==> config.mk <==
export PLATFORM = sky130hd
export DESIGN_NAME = sapr_core
export DESIGN_NICKNAME = d
export VERILOG_FILES = /design/src/hdl/sapr_pkg.sv /design/src/hdl/sapr_sync.sv /design/src/hdl/sapr_core.sv
export SDC_FILE = /design/constraint.sdc
export NUM_CORES = 1
export LEC_CHECK = 0
export ABC_AREA = 0
export BUFFER_PORTS_ARGS = -buffer_cell sky130_fd_sc_hd__buf_4
export CAP_MARGIN = 20
export CORE_AREA = 2 2 74 76
export CTS_CLUSTER_DIAMETER = 80
export CTS_CLUSTER_SIZE = 14
export DETAILED_ROUTE_END_ITERATION = 7
export DIE_AREA = 0 0 76 78
export PLACE_DENSITY_LB_ADDON = 0.15
export RECOVER_POWER = 100
export SYNTH_ARGS = -nofsm -noshare
export SYNTH_HDL_FRONTEND = slang
export SYNTH_SLANG_ARGS = --single-unit
export TNS_END_PERCENT = 1
==> constraint.sdc <==
create_clock -name clk_sys -period 1.8 [get_ports clk_sys]
set_input_delay 0.27 -clock clk_sys [delete_from_list [all_inputs] [get_ports clk_sys]]
set_output_delay 0.27 -clock clk_sys [all_outputs]
set_load 0.005 [all_outputs]
==> src/hdl/sapr_pkg.sv <==
// constants and types shared by the converter power and readout logic
package sapr_pkg;

   // ******************************************************************
   // timing
   // ******************************************************************
   localparam int CLK_NS   = 20;
   localparam int WAKE_NS  = 350;
   // longest time: round down, never below one cycle
   localparam int WAKE_CYC = (WAKE_NS / CLK_NS) < 1 ? 1 : (WAKE_NS / CLK_NS);
   localparam int CNT_W    = 8;

   // ******************************************************************
   // power-down request counts
   // ******************************************************************
   localparam logic [2:0] LIGHT_PULSES = 3'h2;
   localparam logic [2:0] DEEP_PULSES  = 3'h4;

   // ******************************************************************
   // serial word layout
   // ******************************************************************
   localparam int WORD_W  = 16;
   localparam int RES_W   = 12;
   localparam int PAD_W   = 3;
   localparam int IDX_W   = 4;
   localparam logic [PAD_W-1:0] PAD_BITS = 3'h0;
   localparam logic [IDX_W-1:0] LAST_IDX = 4'hf;

   // ******************************************************************
   // power states, gray coded along active-light-deep
   // ******************************************************************
   typedef enum logic [1:0]
   {
      PWR_ACTIVE = 2'h0,
      PWR_LIGHT  = 2'h1,
      PWR_DEEP   = 2'h3,
      PWR_WAKE   = 2'h2
   } sapr_pwr_t;

endpackage

==> src/hdl/sapr_sync.sv <==
// two flip-flop synchroniser for asynchronous level inputs
`timescale 1ns/1ps
module sapr_sync
#(
   parameter int WIDTH = 1
)
(
   input  wire logic             clk_sys,
   input  wire logic             nrst,
   input  wire logic [WIDTH-1:0] async_in,
   output logic      [WIDTH-1:0] sync_out
);

   typedef struct packed
   {
      logic [WIDTH-1:0] meta;
      logic [WIDTH-1:0] stable;
   } sapr_sync_st_t;

   sapr_sync_st_t q;
   sapr_sync_st_t d;

   // first stage feeds only the second stage
   always_comb
   begin
      d        = q;
      d.meta   = async_in;
      d.stable = q.meta;
   end

   always_ff @(posedge clk_sys)
   begin
      if (!nrst)
      begin
         q <= '0;
      end
      else
      begin
         q <= d;
      end
   end

   assign sync_out = q.stable;

endmodule // sapr_sync

==> src/hdl/sapr_core.sv <==
// power mode control and serial readout of the 12-bit sampling converter
//
// Notes on behaviour
// - after power-up the part is active and can convert at once
// - start pulsed twice with serial clock low enters light power-down
// - start pulsed four times with serial clock low enters deep power-down
// - light power-down turns off everything except the reference
// - deep power-down turns off everything, the reference too
// - a serial clock rising edge wakes either power-down state
// - after light power-down the part is ready within 350 ns
// - reference ready asserts only once reference settled and part can convert
// - reference ready bit goes out before the result bits
// - a start input rising edge begins a conversion
// - start requests are ignored until the running conversion completes
// - clock edge too soon after start delays output by one cycle
// - serial output changes only on serial clock rising edges and when a power-down forces it low
// - result straight binary unipolar, two's complement bipolar
// - ready bit is low whenever reference is below its nominal value
// - bipolar mode when negative supply is below ground
`timescale 1ns/1ps
module sapr_core
   import sapr_pkg::*;
#(
   parameter int T2_NS = 40
)
(
   input  wire logic             clk_sys,
   input  wire logic             nrst,
   input  wire logic             conv_pin,
   input  wire logic             sclk_pin,
   input  wire logic             ref_at_nominal,
   input  wire logic             vss_below_gnd,
   input  wire logic             conv_done,
   input  wire logic [RES_W-1:0] conv_data,
   output logic                  dout,
   output logic                  sample_start,
   output logic                  core_power_on,
   output logic                  ref_power_on,
   output logic                  reference_ready,
   output logic                  bipolar_mode
);

   // ******************************************************************
   // derived timing
   // ******************************************************************
   // least time: round up
   localparam int T2_RAW = (T2_NS + CLK_NS - 1) / CLK_NS;
   localparam int T2_CYC = T2_RAW < 1 ? 1 : T2_RAW;
   localparam logic [CNT_W-1:0] T2_LIM   = CNT_W'(T2_CYC);
   localparam logic [CNT_W-1:0] WAKE_LIM = CNT_W'(WAKE_CYC - 1);
   localparam logic [CNT_W-1:0] CNT_MAX  = '1;

   // ******************************************************************
   // state
   // ******************************************************************
   typedef struct packed
   {
      sapr_pwr_t         pwr;
      logic              conv_prev;
      logic              sclk_prev;
      logic [2:0]        pulses;
      logic [CNT_W-1:0]  wake_cnt;
      logic              busy;
      logic              first_edge;
      logic [CNT_W-1:0]  since;
      logic [IDX_W-1:0]  bit_idx;
      logic [WORD_W-1:0] word;
      logic              dout;
      logic              sample_start;
      logic              core_on;
      logic              ref_on;
      logic              ref_rdy;
      logic              bipolar;
   } sapr_core_st_t;

   sapr_core_st_t q;
   sapr_core_st_t d;

   // ******************************************************************
   // pin synchronisers
   // ******************************************************************
   logic [3:0] pins_s;
   logic       conv_s;
   logic       sclk_s;
   logic       ref_ok_s;
   logic       vss_neg_s;

   // both pin clocks pass the same delay, so the start-to-clock gap holds
   sapr_sync #(.WIDTH(4)) u_sync
   (
      .clk_sys  (clk_sys),
      .nrst     (nrst),
      .async_in ({vss_below_gnd, ref_at_nominal, sclk_pin, conv_pin}),
      .sync_out (pins_s)
   );

   assign conv_s    = pins_s[0];
   assign sclk_s    = pins_s[1];
   assign ref_ok_s  = pins_s[2];
   assign vss_neg_s = pins_s[3];

   // ******************************************************************
   // next state
   // ******************************************************************
   logic             conv_rise;
   logic             sclk_rise;
   logic [2:0]       pulses_nx;
   logic [RES_W-1:0] code;

   always_comb
   begin
      d              = q;
      d.sample_start = 1'b0;
      d.conv_prev    = conv_s;
      d.sclk_prev    = sclk_s;
      conv_rise      = conv_s & ~q.conv_prev;
      sclk_rise      = sclk_s & ~q.sclk_prev;
      pulses_nx      = q.pulses;

      // power-down request counting
      if (sclk_rise)
      begin
         pulses_nx = 3'h0;
      end
      else if (conv_rise && !sclk_s && q.pulses != DEEP_PULSES)
      begin
         pulses_nx = q.pulses + 3'h1;
      end
      d.pulses = pulses_nx;

      // power state
      unique case (q.pwr)
         PWR_ACTIVE:
         begin
            if (pulses_nx == LIGHT_PULSES && conv_rise)
            begin
               d.pwr = PWR_LIGHT;
            end
         end
         PWR_LIGHT:
         begin
            if (sclk_rise)
            begin
               d.pwr      = PWR_WAKE;
               d.wake_cnt = '0;
            end
            else if (pulses_nx == DEEP_PULSES && conv_rise)
            begin
               d.pwr = PWR_DEEP;
            end
         end
         PWR_DEEP:
         begin
            if (sclk_rise)
            begin
               d.pwr = PWR_ACTIVE;
            end
         end
         PWR_WAKE:
         begin
            // stays out of conversion until the wake delay is spent
            if (q.wake_cnt == WAKE_LIM)
            begin
               d.pwr = PWR_ACTIVE;
            end
            else
            begin
               d.wake_cnt = q.wake_cnt + CNT_W'(1);
            end
         end
      endcase

      d.core_on = (d.pwr == PWR_ACTIVE) || (d.pwr == PWR_WAKE);
      d.ref_on  = (d.pwr != PWR_DEEP);
      // ready needs a settled reference and a part able to convert
      d.ref_rdy = ref_ok_s && d.ref_on && (d.pwr == PWR_ACTIVE);
      d.bipolar = vss_neg_s;

      // result coding
      if (q.bipolar)
      begin
         code = {~conv_data[RES_W-1], conv_data[RES_W-2:0]};
      end
      else
      begin
         code = conv_data;
      end

      // conversion and readout
      if (q.busy)
      begin
         if (q.since != CNT_MAX)
         begin
            d.since = q.since + CNT_W'(1);
         end
         if (conv_done)
         begin
            d.word = {PAD_BITS, q.ref_rdy, code};
         end
         if (sclk_rise)
         begin
            d.first_edge = 1'b0;
            if (q.first_edge && q.since < T2_LIM)
            begin
               // edge too close to start: output slips one clock
               d.dout = 1'b0;
            end
            else
            begin
               d.dout    = q.word[LAST_IDX - q.bit_idx];
               d.bit_idx = q.bit_idx + IDX_W'(1);
               if (q.bit_idx == LAST_IDX)
               begin
                  d.busy = 1'b0;
               end
            end
         end
      end
      else if (conv_rise && q.pwr == PWR_ACTIVE)
      begin
         d.busy         = 1'b1;
         d.sample_start = 1'b1;
         d.first_edge   = 1'b1;
         d.since        = '0;
         d.bit_idx      = '0;
         d.word         = '0;
      end

      // a power-down abandons any conversion in flight
      // and never hands a start to a core that is switching off
      if (d.pwr == PWR_LIGHT || d.pwr == PWR_DEEP)
      begin
         d.busy         = 1'b0;
         d.dout         = 1'b0;
         d.sample_start = 1'b0;
      end
   end

   // ******************************************************************
   // registers
   // ******************************************************************
   always_ff @(posedge clk_sys)
   begin
      if (!nrst)
      begin
         q         <= '0;
         q.pwr     <= PWR_ACTIVE;
         q.core_on <= 1'b1;
         q.ref_on  <= 1'b1;
      end
      else
      begin
         q <= d;
      end
   end

   // ******************************************************************
   // outputs
   // ******************************************************************
   assign dout            = q.dout;
   assign sample_start    = q.sample_start;
   assign core_power_on   = q.core_on;
   assign ref_power_on    = q.ref_on;
   assign reference_ready = q.ref_rdy;
   assign bipolar_mode    = q.bipolar;

endmodule // sapr_core

==> run_results.csv <==
group,metric,value,unit
final_layout,diodes,0,
global_route,grt_use_met3,4.53,%
routing,drc_errors,0,
placed_design,dp.final_hpwl,3540,um
critical_path,crit_path_top_delay_cell,"dfxtp_4",
critical_path,arrival,2.09,ns
clock_network,cts_hold_buf,0,
routing,routed-via-count,1990,
die,start_util,49.8,%
placed_design,gp_congestion,0.769,
global_route,grt_pass1_vias,1882,
placed_design,portBuffers,24,
global_route,grt.busiest_layer,"met2",
sta,rsz0062_at_grt,"true",
min_path,hold_class,"in -> reg",
flow_run,max_cap_viol_count,0,
critical_path,cp_slowest_stage_delay,0.38,ns
final_layout,layout.nets,340,
logic_synthesis,ys_ff_latch,56,
final_layout,final_common_cell,"dfxtp_1",
die,die_area,0.00593,sq mm
routing,wl_per_cell,12.8,um
power_and_ir_drop,power_density,705,mW/mm^2
logic_synthesis,synth-main-ff-cell,"dfxtp_1",
outcome,violations,"negative setup slack",
critical_path,worstReg2RegStart,"q[44]",
logic_synthesis,ys_types,47,
critical_path,crit_fanout,3,
die,fp.dieW,76,um
critical_path,crit_family,"simple AND/OR/NAND/NOR gates",
clock_network,cts_tree,"yes",
die,core_area,0.00504,sq mm
clock_network,cts_sinks,56,
sta,max_slew_margin,43.7,%
die,fp.dieH,78,um
logic_synthesis,netlist_area,0.00251,sq mm
critical_path,crit_chain,"inv_4 -> ha_4 -> and2_4 -> or3_4 -> o22a_1 -> o311a_1 -> and3_1",
global_route,met1_usage,23.2,%
clock_network,clock_latency,0.31,ns
critical_path,cp_num_cells,7,
sta,fin_crit_sh,104,%
clock_network,cts.path.max_buffers,2,
sta,max_freq,533,MHz
power_and_ir_drop,leakagePower,1.15,nW
sta,setup_slack,-0.0746,ns
routing,antenna_left,0,
sta,clock_skew,0.00514,ns
power_and_ir_drop,vdd_drop_max,0.000469,V
logic_synthesis,synthCells,274,
logic_synthesis,synth.top_cell.area_share,44.7,%
clock_network,numCtsBuffers,5,
global_route,grt_pass1_wl,8650,um
sta,tns,-0.147,ns
clock_network,post_cts_buffers,0,
global_route,met2_usage,30.0,%
critical_path,startpoint,"q[44]",
critical_path,endpoint,"reference_ready",
routing,drtIter0Drc,81,
logic_synthesis,ys_seq_area_share,44.7,%
sta,setup_viol_count_final,2,
clock_network,h-tree-depth,2,
clock_network,cts_root_buffer,"clkbuf_8",
sta,maxSlewViolCount,0,
clock_network,path_clk_slew,0.10,ns
critical_path,rrSetupSlack,-0.07,ns
global_route,track_usage,18.1,%
critical_path,endpoint_kind,"register",
sta,tightest_slew,0.844,ns
sta,min_period,1.87,ns
final_layout,layout_common_cells,"dfxtp_1, buf_4, nand2_1",
critical_path,reg2reg_depth,7,
final_layout,area_growth,21.7,%
global_route,antenna_found_initial,0,
logic_synthesis,avgSynthCellArea,9.16,sq um
die,ios,25,
critical_path,path_class,"reg -> reg",
global_route,grt_max_degree,27,
min_path,min_path_cells,2,
logic_synthesis,synth_top_area_cell,"dfxtp_1",
logic_synthesis,yosysWarningCount,0,
outcome,outcome,"finished with violations",
critical_path,path_buf_inv,1,
logic_synthesis,async_reset_ff_share,0,%
routing,first_pass_iters,4,
routing,drt-total-wl,4960,um
routing,detail_route.vias_per_cell,5.16,
final_layout,fin_util,60.5,%
critical_path,worstSetupStartpointType,"register",
die,rows,26,
logic_synthesis,synth.area.top_cells,"dfxtp_1, nand2_1, a21boi_0",
logic_synthesis,syn_nets,299,
sta,timing.hold.ws,0.156,ns
sta,hold_viol,0,
critical_path,reg2reg_to,"reference_ready",
logic_synthesis,synth_edf_count,0,
global_route,grt_remaining_overflow,0,
final_layout,layout-drive-gt1-share,23.1,%
critical_path,required,2.02,ns
power by group:
group / internal (W) / switching [W]
Clock: 0.000312 / 0.000416
Combinational: 0.0000803 / 0.0000705
Sequential: 0.00126 / 0.0000132
sequential cells by signal, indices dropped and copies added (netlist names):
register	flops
q	42
u_sync.d	4
u_sync.sync_out	4
bipolar_mode	1
core_power_on	1
dout	1
ref_power_on	1
reference_ready	1
sample_start	1
Yosys cell counts, drive strengths merged, types with 3 or more instances:
cell    number
dfxtp       56
inv          8
o21ai       10
nor2        15
or3          4
a21oi        6
nor4bb       3
and3         7
buf          4
ha           6
nand2b       6
clkbuf       7
xor2         7
nor2b        3
a21boi      17
xnor2        5
nor3         9
nand4        4
nand3       19
mux4         3
nand2       32
and2        19
final cells by class:
type	instances	area, sq um
Fill cell	450	1990
Multi-Input combinational cell	199	1380
Sequential cell	56	1130
Timing Repair Buffer	45	328
Tap cell	70	87.6
Clock buffer	6	82.6
Inverter	8	32.5
Clock inverter	2	15.0
cell families (layout without fill, tap and decap cells):
kind of cell	Yosys count	after routing	synth area share (%)
AO/OA/AOI/OAI	48	48	14.0
XOR/XNOR	12	12	4.19
adder cells (fa/ha/maj)	6	6	2.99
buffers and inverters	19	61	2.94
flip-flops	56	56	44.7
multiplexers	7	7	4.39
AND/OR/NAND/NOR	126	126	26.8
through the flow:
stage	cells	total power, W	area (sq um)	worst slack, ns
after floorplan	274	0.00138	2530	-0.0256
after global placement	378	0.00145	2920	-0.0525
after detailed placement	378	0.00145	2920	-0.0562
after CTS	386	0.00217	3020	-0.0557
after global routing	386	0.00224	3050	-0.124
final	386	0.00215	3050	-0.0746
per-layer routing:
layer | share of wire [%] | vias up
li1 | - | 1042
met1 | 48 | 902
met2 | 47 | 38
met3 | 3.5 | 8
met4 | 1.5 | 0
met5 | 0 | -
repair_timing:
| item | 4_1_cts | 5_1_grt |
|---|---|---|
| resized for setup | 3 | 8 |
| hold endpoints to repair | 0 | 0 |
| pin swaps | 0 | 4 |
| setup endpoints to repair | 4 | 11 |
| cloned | 0 | 0 |
worst min path at each step:
stage                startpoint                 end  slack [ns]
floorplan              conv_pin         u_sync.d[0]        0.40
global placement    u_sync.d[3]  u_sync.sync_out[3]        0.42
detailed placement  u_sync.d[1]  u_sync.sync_out[1]        0.42
CTS                    conv_pin         u_sync.d[0]        0.14
global route           conv_pin         u_sync.d[0]        0.14
finish                 sclk_pin         u_sync.d[1]        0.16
(Power assumes the default switching activity.)
